[config.mk]
export PLATFORM = sky130hd
export DESIGN_NAME = cpc_top
export DESIGN_NICKNAME = d
export VERILOG_FILES = /design/src/core/cpc_pkg.sv /design/src/core/cpc_clock_output_pin_pin.sv /design/src/core/cpc_top.sv
export SDC_FILE = /design/constraint.sdc
export NUM_CORES = 1
export LEC_CHECK = 0
export BUFFER_PORTS_ARGS = -buffer_cell sky130_fd_sc_hd__clkbuf_2
export CORE_ASPECT_RATIO = 0.8
export CORE_MARGIN = 3
export CORE_UTILIZATION = 35
export DETAILED_ROUTE_END_ITERATION = 8
export SLEW_MARGIN = 20
export SYNTH_ARGS = -nofsm -noshare
export SYNTH_HDL_FRONTEND = slang
export SYNTH_SLANG_ARGS = --single-unit
[constraint.sdc]
create_clock -name pclk -period 2.85 [get_ports pclk]
set_input_delay 0.4275 -clock pclk [delete_from_list [all_inputs] [get_ports pclk]]
set_output_delay 0.4275 -clock pclk [all_outputs]
set_load 0.03 [all_outputs]
[src/core/cpc_pkg.sv]
package cpc_pkg;
   // Register word offsets on the APB (byte addresses)
   localparam logic [7:0] CPC_OFS_CLOCK_CONTROL = 8'h00;
   localparam logic [7:0] CPC_OFS_GLOBAL_CONTROL = 8'h04;
   localparam logic [7:0] CPC_OFS_NEW_GLOBAL_CONTROL = 8'h08;
   localparam logic [7:0] CPC_OFS_IRQ_STATUS = 8'h0c;
   localparam logic [7:0] CPC_OFS_IRQ_MASK = 8'h10;

   // Clock control field positions
   localparam int unsigned CPC_CC_GATE_BIT = 7;
   localparam int unsigned CPC_CC_SRC_LSB = 5;
   localparam int unsigned CPC_CC_DIR_BIT = 4;
   localparam int unsigned CPC_CC_DOUT_BIT = 3;
   localparam int unsigned CPC_CC_DIN_BIT = 2;
   localparam int unsigned CPC_CC_LP_LSB = 0;
   // Input data bit is never stored
   localparam logic [15:0] CPC_CC_WMASK = 16'h00fb;

   // Global control field positions
   localparam int unsigned CPC_GC_FLASH_BIT = 4;
   localparam int unsigned CPC_GC_PLL_STBY_BIT = 13;
   localparam int unsigned CPC_GC_TIMER_OSC_BIT = 14;
   localparam logic [15:0] CPC_GC_WMASK = 16'hffff;

   // Reset values
   localparam logic [7:0] CPC_CC_RST = 8'h00;
   localparam logic [15:0] CPC_GC_RST = 16'h0000;
   localparam logic [15:0] CPC_NGC_RST = 16'h0000;
   localparam logic [1:0] CPC_IRQ_MASK_RST = 2'b00;

   // Timing
   localparam logic [1:0] CPC_GC_WAIT_STATES = 2'd3;

   // Peripherals and interrupt events
   localparam int unsigned CPC_NUM_PERIPH = 8;
   localparam int unsigned CPC_IRQ_W = 2;
   localparam int unsigned CPC_IRQ_PIN_CHANGE = 0;
   localparam int unsigned CPC_IRQ_FLASH_VIOL = 1;

   typedef enum logic [1:0] {
      CPC_SRC_GPIO = 2'b00,
      CPC_SRC_IFACE = 2'b01,
      CPC_SRC_CPU = 2'b10,
      CPC_SRC_SYS = 2'b11
   } cpc_src_e;

   typedef enum logic [1:0] {
      CPC_LP_RUN = 2'b00,
      CPC_LP_IDLE = 2'b01,
      CPC_LP_STANDBY = 2'b10,
      CPC_LP_HALT = 2'b11
   } cpc_lp_e;

   typedef enum logic [1:0] {
      CPC_ST_IDLE = 2'b00,
      CPC_ST_WAIT = 2'b11,
      CPC_ST_DONE = 2'b01
   } cpc_bus_e;

   // Byte-lane merge of the low half-word, restricted to writable bits
   function automatic logic [15:0] cpc_merge(input logic [15:0] old_v,
                                             input logic [15:0] new_v,
                                             input logic [1:0] strb,
                                             input logic [15:0] wmask);
      logic [15:0] en;
      en = {{8{strb[1]}}, {8{strb[0]}}} & wmask;
      return (old_v & ~en) | (new_v & en);
   endfunction : cpc_merge
endpackage : cpc_pkg

[src/core/cpc_clock_output_pin_pin.sv]
`timescale 1ns/100ps
module cpc_clock_output_pin_pin
   import cpc_pkg::*;
(
   input wire logic pclk,
   input wire logic presetn,
   input wire logic [1:0] src,
   input wire logic dir,
   input wire logic dout,
   input wire logic iface_clk_lvl,
   input wire logic cpu_clk_lvl,
   input wire logic sys_clk_lvl,
   output logic pin_out,
   output logic pin_oe
);
   // The selected clock levels are retimed, so the pin lags them by one cycle
   always_ff @(posedge pclk or negedge presetn) begin
      if (!presetn) begin
         pin_out <= 1'b0;
         pin_oe <= 1'b0;
      end else begin
         unique case (cpc_src_e'(src))
            CPC_SRC_GPIO: begin
               pin_oe <= dir;
               pin_out <= dir & dout;
            end
            CPC_SRC_IFACE: begin
               pin_oe <= 1'b1;
               pin_out <= iface_clk_lvl;
            end
            CPC_SRC_CPU: begin
               pin_oe <= 1'b1;
               pin_out <= cpu_clk_lvl;
            end
            CPC_SRC_SYS: begin
               pin_oe <= 1'b1;
               pin_out <= sys_clk_lvl;
            end
         endcase
      end
   end
endmodule : cpc_clock_output_pin_pin

[src/core/cpc_top.sv]
// Operation
// - The clock control register takes byte, half-word and word access in any mode, two cycles.
// - Bit 7 of clock control, when set, stops register clocks of powered-down peripherals.
// - A powered-down peripheral loses its logic clock, and its register clock too when gated.
// - Source field 6:5 picks GPIO, interface clock, CPU clock or system clock for the pin.
// - Bit 4 makes the GPIO pin an output when set, an input when clear, only in GPIO mode.
// - Bit 3 is the level driven on the pin in GPIO output mode and is ignored otherwise.
// - Bit 2 reads the present pin level and ignores writes.
// - Field 1:0 selects run, idle, standby or halt and is read/write in any mode.
// - Every write to global control is stretched by three wait states.
// - Global control reads in any mode and changes only on privileged writes.
// - Global control bit 4 opens flash register access; closed, an access is illegal.
// - Global control bit 14 clocks the timer from the oscillator instead of the system clock.
// - Global control bit 13 turns the PLL off while in standby.
`timescale 1ns/100ps
module cpc_top
   import cpc_pkg::*;
(
   input wire logic pclk,
   input wire logic presetn,
   input wire logic [7:0] paddr,
   input wire logic psel,
   input wire logic penable,
   input wire logic pwrite,
   input wire logic [31:0] pwdata,
   input wire logic [3:0] pstrb,
   input wire logic [2:0] pprot,
   output logic [31:0] prdata,
   output logic pready,
   output logic pslverr,
   input wire logic [CPC_NUM_PERIPH-1:0] periph_pdn,
   output logic [CPC_NUM_PERIPH-1:0] periph_logic_clk_en,
   output logic [CPC_NUM_PERIPH-1:0] periph_reg_clk_en,
   input wire logic iface_clk_lvl,
   input wire logic cpu_clk_lvl,
   input wire logic sys_clk_lvl,
   input wire logic pin_in,
   output logic pin_out,
   output logic pin_oe,
   output logic [1:0] low_power_mode,
   input wire logic flash_reg_req,
   output logic flash_access_enable,
   output logic flash_illegal_addr,
   output logic timer_osc_select,
   output logic pll_standby_off,
   output logic [15:0] pll_ctrl,
   output logic [15:0] pll_ctrl_new,
   output logic irq
);
   cpc_bus_e st_q;
   logic [1:0] wait_q;
   logic pready_q;
   logic pslverr_q;
   logic [31:0] prdata_q;
   logic [31:0] rdata_d;
   logic [7:0] cc_q;
   logic [15:0] gc_q;
   logic [15:0] ngc_q;
   logic [CPC_IRQ_W-1:0] stat_q;
   logic [CPC_IRQ_W-1:0] stat_set;
   logic [CPC_IRQ_W-1:0] stat_clr;
   logic [CPC_IRQ_W-1:0] mask_q;
   logic irq_q;
   logic pin_in_q;
   logic [CPC_NUM_PERIPH-1:0] logic_en_q;
   logic [CPC_NUM_PERIPH-1:0] reg_en_q;
   logic pll_off_q;
   logic flash_ill_q;
   logic setup;
   logic acc_done;
   logic wr_done;
   logic hit_cc;
   logic hit_gc;
   logic hit_ngc;
   logic hit_stat;
   logic hit_mask;
   logic mapped;
   logic gpio_in_mode;
   logic [15:0] cc_wr_v;

   assign setup = psel & ~penable;
   assign acc_done = psel & penable & pready_q;
   assign wr_done = acc_done & pwrite;
   // Low two address bits are ignored: every register is one aligned word
   assign hit_cc = {paddr[7:2], 2'b00} == CPC_OFS_CLOCK_CONTROL;
   assign hit_gc = {paddr[7:2], 2'b00} == CPC_OFS_GLOBAL_CONTROL;
   assign hit_ngc = {paddr[7:2], 2'b00} == CPC_OFS_NEW_GLOBAL_CONTROL;
   assign hit_stat = {paddr[7:2], 2'b00} == CPC_OFS_IRQ_STATUS;
   assign hit_mask = {paddr[7:2], 2'b00} == CPC_OFS_IRQ_MASK;
   assign mapped = hit_cc | hit_gc | hit_ngc | hit_stat | hit_mask;
   assign gpio_in_mode = (cc_q[CPC_CC_SRC_LSB+:2] == CPC_SRC_GPIO) & ~cc_q[CPC_CC_DIR_BIT];
   // Merged on a net first, since a function result cannot be part-selected
   assign cc_wr_v = cpc_merge({8'h00, cc_q}, pwdata[15:0], pstrb[1:0], CPC_CC_WMASK);

   // Bus handshake: one access cycle normally, three extra for global control writes
   always_ff @(posedge pclk or negedge presetn) begin
      if (!presetn) begin
         st_q <= CPC_ST_IDLE;
         wait_q <= 2'd0;
         pready_q <= 1'b0;
      end else begin
         unique case (st_q)
            CPC_ST_IDLE: begin
               if (setup) begin
                  if (pwrite && hit_gc) begin
                     st_q <= CPC_ST_WAIT;
                     wait_q <= CPC_GC_WAIT_STATES - 2'd1;
                  end else begin
                     st_q <= CPC_ST_DONE;
                     pready_q <= 1'b1;
                  end
               end
            end
            CPC_ST_WAIT: begin
               if (wait_q == 2'd0) begin
                  st_q <= CPC_ST_DONE;
                  pready_q <= 1'b1;
               end else begin
                  wait_q <= wait_q - 2'd1;
               end
            end
            CPC_ST_DONE: begin
               if (acc_done) begin
                  st_q <= CPC_ST_IDLE;
                  pready_q <= 1'b0;
               end
            end
            default: begin
               st_q <= CPC_ST_IDLE;
               pready_q <= 1'b0;
            end
         endcase
      end
   end

   always_comb begin
      rdata_d = 32'h0000_0000;
      if (hit_cc) begin
         rdata_d[7:0] = cc_q;
         rdata_d[CPC_CC_DIN_BIT] = pin_in_q;
      end else if (hit_gc) begin
         rdata_d[15:0] = gc_q;
      end else if (hit_ngc) begin
         rdata_d[15:0] = ngc_q;
      end else if (hit_stat) begin
         rdata_d[CPC_IRQ_W-1:0] = stat_q;
      end else if (hit_mask) begin
         rdata_d[CPC_IRQ_W-1:0] = mask_q;
      end
   end

   // Read data is captured in the setup cycle so it can come from a flop
   always_ff @(posedge pclk or negedge presetn) begin
      if (!presetn) begin
         prdata_q <= 32'h0000_0000;
         pslverr_q <= 1'b0;
      end else if (setup && st_q == CPC_ST_IDLE) begin
         prdata_q <= pwrite ? 32'h0000_0000 : rdata_d;
         pslverr_q <= ~mapped;
      end
   end

   // Clock control: all modes, any lane width; only lane 0 holds bits
   always_ff @(posedge pclk or negedge presetn) begin
      if (!presetn) begin
         cc_q <= CPC_CC_RST;
      end else if (wr_done && hit_cc) begin
         cc_q <= cc_wr_v[7:0];
      end
   end

   // Global control: user-mode writes are dropped silently
   always_ff @(posedge pclk or negedge presetn) begin
      if (!presetn) begin
         gc_q <= CPC_GC_RST;
      end else if (wr_done && hit_gc && pprot[0]) begin
         gc_q <= cpc_merge(gc_q, pwdata[15:0], pstrb[1:0], CPC_GC_WMASK);
      end
   end

   always_ff @(posedge pclk or negedge presetn) begin
      if (!presetn) begin
         ngc_q <= CPC_NGC_RST;
      end else if (wr_done && hit_ngc) begin
         ngc_q <= cpc_merge(ngc_q, pwdata[15:0], pstrb[1:0], CPC_GC_WMASK);
      end
   end

   // Events: pin level change while an input, and a refused flash access
   always_comb begin
      stat_set = '0;
      stat_set[CPC_IRQ_PIN_CHANGE] = gpio_in_mode & (pin_in != pin_in_q);
      stat_set[CPC_IRQ_FLASH_VIOL] = flash_reg_req & ~gc_q[CPC_GC_FLASH_BIT];
      stat_clr = (wr_done && hit_stat && pstrb[0]) ? pwdata[CPC_IRQ_W-1:0] : '0;
   end

   // A set in the clearing cycle wins so no event is lost
   always_ff @(posedge pclk or negedge presetn) begin
      if (!presetn) begin
         stat_q <= '0;
      end else begin
         stat_q <= (stat_q & ~stat_clr) | stat_set;
      end
   end

   always_ff @(posedge pclk or negedge presetn) begin
      if (!presetn) begin
         mask_q <= CPC_IRQ_MASK_RST;
      end else if (wr_done && hit_mask && pstrb[0]) begin
         mask_q <= pwdata[CPC_IRQ_W-1:0];
      end
   end

   always_ff @(posedge pclk or negedge presetn) begin
      if (!presetn) begin
         irq_q <= 1'b0;
      end else begin
         irq_q <= |(stat_q & mask_q);
      end
   end

   always_ff @(posedge pclk or negedge presetn) begin
      if (!presetn) begin
         pin_in_q <= 1'b0;
      end else begin
         pin_in_q <= pin_in;
      end
   end

   // Clock gating enables; software must drop the gating bit before waking a module
   always_ff @(posedge pclk or negedge presetn) begin
      if (!presetn) begin
         logic_en_q <= '1;
         reg_en_q <= '1;
      end else begin
         logic_en_q <= ~periph_pdn;
         reg_en_q <= ~(periph_pdn & {CPC_NUM_PERIPH{cc_q[CPC_CC_GATE_BIT]}});
      end
   end

   always_ff @(posedge pclk or negedge presetn) begin
      if (!presetn) begin
         pll_off_q <= 1'b0;
         flash_ill_q <= 1'b0;
      end else begin
         pll_off_q <= gc_q[CPC_GC_PLL_STBY_BIT] & (cc_q[1:0] == CPC_LP_STANDBY);
         flash_ill_q <= flash_reg_req & ~gc_q[CPC_GC_FLASH_BIT];
      end
   end

   cpc_clock_output_pin_pin u_pin (
      .pclk(pclk),
      .presetn(presetn),
      .src(cc_q[CPC_CC_SRC_LSB+:2]),
      .dir(cc_q[CPC_CC_DIR_BIT]),
      .dout(cc_q[CPC_CC_DOUT_BIT]),
      .iface_clk_lvl(iface_clk_lvl),
      .cpu_clk_lvl(cpu_clk_lvl),
      .sys_clk_lvl(sys_clk_lvl),
      .pin_out(pin_out),
      .pin_oe(pin_oe)
   );

   assign prdata = prdata_q;
   assign pready = pready_q;
   assign pslverr = pslverr_q;
   assign periph_logic_clk_en = logic_en_q;
   assign periph_reg_clk_en = reg_en_q;
   assign low_power_mode = cc_q[CPC_CC_LP_LSB+:2];
   assign flash_access_enable = gc_q[CPC_GC_FLASH_BIT];
   assign flash_illegal_addr = flash_ill_q;
   assign timer_osc_select = gc_q[CPC_GC_TIMER_OSC_BIT];
   assign pll_standby_off = pll_off_q;
   assign pll_ctrl = gc_q;
   assign pll_ctrl_new = ngc_q;
   assign irq = irq_q;
endmodule : cpc_top

==> summary.md <==
| Metric | Value |
|---|---|
| Hold path endpoint | periph_logic_clk_en[7]$_DFF_PN1_ |
| Post-Route WL | 9760 um |
| Cts bufs inserted | 9 |
| RSZ-0062 raised after global routing | false |
| Largest net degree at the start of global routing | 73 |
| Filler cells | 1029 |
| Post-synth EDFFs | 0 |
| Initial core utilization | 37.1% |
| Req. time, crit path | 3.12 ns |
| H-tree depth | 3 |
| Crit path launch type | flip-flop |
| Register area | 0.00220 mm2 |
| Min-Delay Path Class | input port to flip-flop |
| Util after Layout | 46.0% |
| Sequential fraction of the synthesis area | 56.0% |
| CP max stage cell | nand3b_1 |
| Initial DRC count | 104 |
| Global placement routability congestion | 0.811 |
| IO Pins | 156 |
| Slew Viols, Final | 0 |
| CTS tree | done |
| Vias per cell | 4.85 |
| Worst reg2reg startpoint | st_q[0]$_DFFE_PN0P_ |
| Clk sink count | 87 |
| Final ANT Viol Nets | 0 |
| Gr usage total | 16.0% |
| Routed vias | 2856 |
| Maximum clock rate | 436 MHz |
| Dominant delay contributor by cell family on the critical path | simple AND/OR/NAND/NOR gates |
| Worst Tran Pin Value | 0.924 ns |
| IO buf count | 117 |
| Reg2reg end | prdata[12]$_DFFE_PN0P_ |
| Yosys warnings | 0 |
| Final Non-Filler Cells | 589 |
| Synth unique cells | 50 |
| Core area | 0.0106 mm2 |
| Post-CTS sizing | 0 |
| Clk_skew | 0.00600 ns |
| Die width | 124 um |
| Share of cells above drive strength 1 | 44.3% |
| DIE AREA | 0.0125 mm2 |
| Critical path, cell by cell | inv_1 -> ha_1 -> nand3b_1 -> nor2_1 -> and3_1 -> a21o_1 |
| Multi-input logic area | 0.00151 mm2 |
| Most frequent cells in the layout | clkbuf_2, dfrtp_1, mux2_2, nand2_1, inv_1 |
| P_leak | 2.53 nW |
| Mean area per synthesized cell | 12.0 um2 |
| Die Ht | 101 um |
| ANT cells | 0 |
| CP Max Fanout | 13 |
| Vias in the first global route | 2964 |
| Hold Buf Count CTS | 0 |
| Max-Cap Viols | 0 |
| Worst hold start | periph_pdn[7] |
| Hpwl dp | 7210 um |
| Flop2flop setup slack | 0.56 ns |
| Cell area after layout | 0.00486 mm2 |
| Worst reg2reg path depth | 6 |
| Postcts setup bufs | 0 |
| Mapped Area | 0.00393 mm2 |
| Area after DPL | 0.00458 mm2 |
| Fin. Hold Viols | 0 |
| VDD IR max | 0.000396 V |
| Final nets | 513 |
| Root Buffer | clkbuf_16 |
| Fraction of registers with async set/reset | 100% |
| DR pass1 iterations | 4 |
| Critical path endpoint category | flip-flop |
| Placed cell count | 573 |
| Antenna violations before repair | 0 |
| Primary FF master, synth | dfrtp_1 |
| Min Tclk post-route | 2.29 ns |
| Buf/Inv on CP | 1 |
| Setup tns final | 0 ns |
| Worst slew margin | 38.4% |
| CP peak stage delay | 0.45 ns |
| CP arrival | 2.56 ns |
| Wire per inst | 16.6 um |
| Hold depth | 2 |
| Clock Tree Buf Depth | 2 |
| Most common cell after layout, fill and taps aside | clkbuf_2 |
| Synth Instances | 327 |
| Finish-stage setup viols | 0 |
| Layout Area Growth over Synthesis | 23.9% |
| Residual DRC | 0 |
| Std cell rows | 33 |
| Critical path class | flip-flop to flip-flop |
| Final period utilization | 80.5% |
| First-pass GRT wire length | 15600 um |
| Reg clk slew, reported paths | 0.06 ns |
| Status | finished clean |
| GRT overflow | 0 |
| Yosys reg bits | 87 |
| P per Cell Area | 599 mW/mm2 |
| Worst-skew pair later-pin latency | 0.33 ns |
| WHS | 0.210 ns |
cell type report:
| type | count | area share [%] |
|---|---|---|
| sequential | 87 | 45.2 |
| multi-input combinational | 204 | 31.0 |
| timing repair buffer | 120 | 12.6 |
| clock buffer | 14 | 5.66 |
| tap | 140 | 3.60 |
| inverter | 22 | 1.70 |
| clock inverter | 2 | 0.283 |
cells by family after synthesis:
group | after synthesis | share of synthesized area (%)
buffers and inverters | 51 | 7.01
xor gates and xnor gates | 1 | 0.223
other | 1 | 0.0955
muxes | 43 | 12.6
AOI/OAI and AO/OA | 60 | 10.8
and+or+nand+nor | 80 | 12.1
adders and majority gates | 4 | 1.27
DFF | 87 | 56.0
worst reg2reg max path, cell delays in order, from the launching register on:
cell      delay, ns
dfrtp_1        0.42
inv_1          0.08
ha_1           0.35
nand3b_1       0.45
nor2_1         0.30
and3_1         0.45
a21o_1         0.19
worst max-delay path by stage:
stage	start	end	slack, ns	cells past startpoint
6_report	st_q[0]$_DFFE_PN0P_	prdata[12]$_DFFE_PN0P_	0.56	6
3_5_place_dp	st_q[0]$_DFFE_PN0P_	prdata[8]$_DFFE_PN0P_	0.55	6
5_1_grt	st_q[0]$_DFFE_PN0P_	prdata[12]$_DFFE_PN0P_	0.30	6
4_1_cts	st_q[0]$_DFFE_PN0P_	prdata[15]$_DFFE_PN0P_	0.52	6
3_3_place_gp	st_q[0]$_DFFE_PN0P_	prdata[11]$_DFFE_PN0P_	0.60	6
2_1_floorplan	paddr[4]	flip-flop	0.96	5
routing by layer:
layer | global-route usage [%] | vias to the layer above | part of all wire [%]
met5 | 0 | - | 0
met4 | 5.81 | 0 | 1.6
met3 | 6.04 | 8 | 6.8
met2 | 25.3 | 96 | 48
met1 | 20.2 | 1402 | 44
li1 | - | 1350 | -
Yosys cell counts (all sizes together) (4+ instances only):
master,count,share of area (%)
nor2b,12,1.9
buf,23,4.3
o21ai,13,1.7
a21o,9,1.7
mux2,41,12
inv,22,2.1
nand2b,6,0.96
nand2,26,2.6
clkbuf,6,0.57
dfrtp,71,45
o221ai,7,1.6
ha,4,1.3
nand3,6,0.76
nor2,11,1.3
dfstp,16,11
a22o,9,2.0
a21oi,10,1.3
where the power goes:
group	leakage (nW)	switching, mW	total, mW	internal [mW]
combinational	1.26	0.306	0.435	0.130
clock	0.142	0.468	1.14	0.669
sequential	1.13	0.0431	1.34	1.30
total	2.53	0.817	2.91	2.10
stage by stage:
stage          worst slack (ns)  total power [mW]
2_1_floorplan             0.963              1.65
3_3_place_gp              0.604              1.78
3_5_place_dp              0.546              1.80
4_1_cts                   0.522              2.95
5_1_grt                   0.304              3.06
6_report                  0.556              2.91
Note: power is estimated with default switching activity, not from simulation.
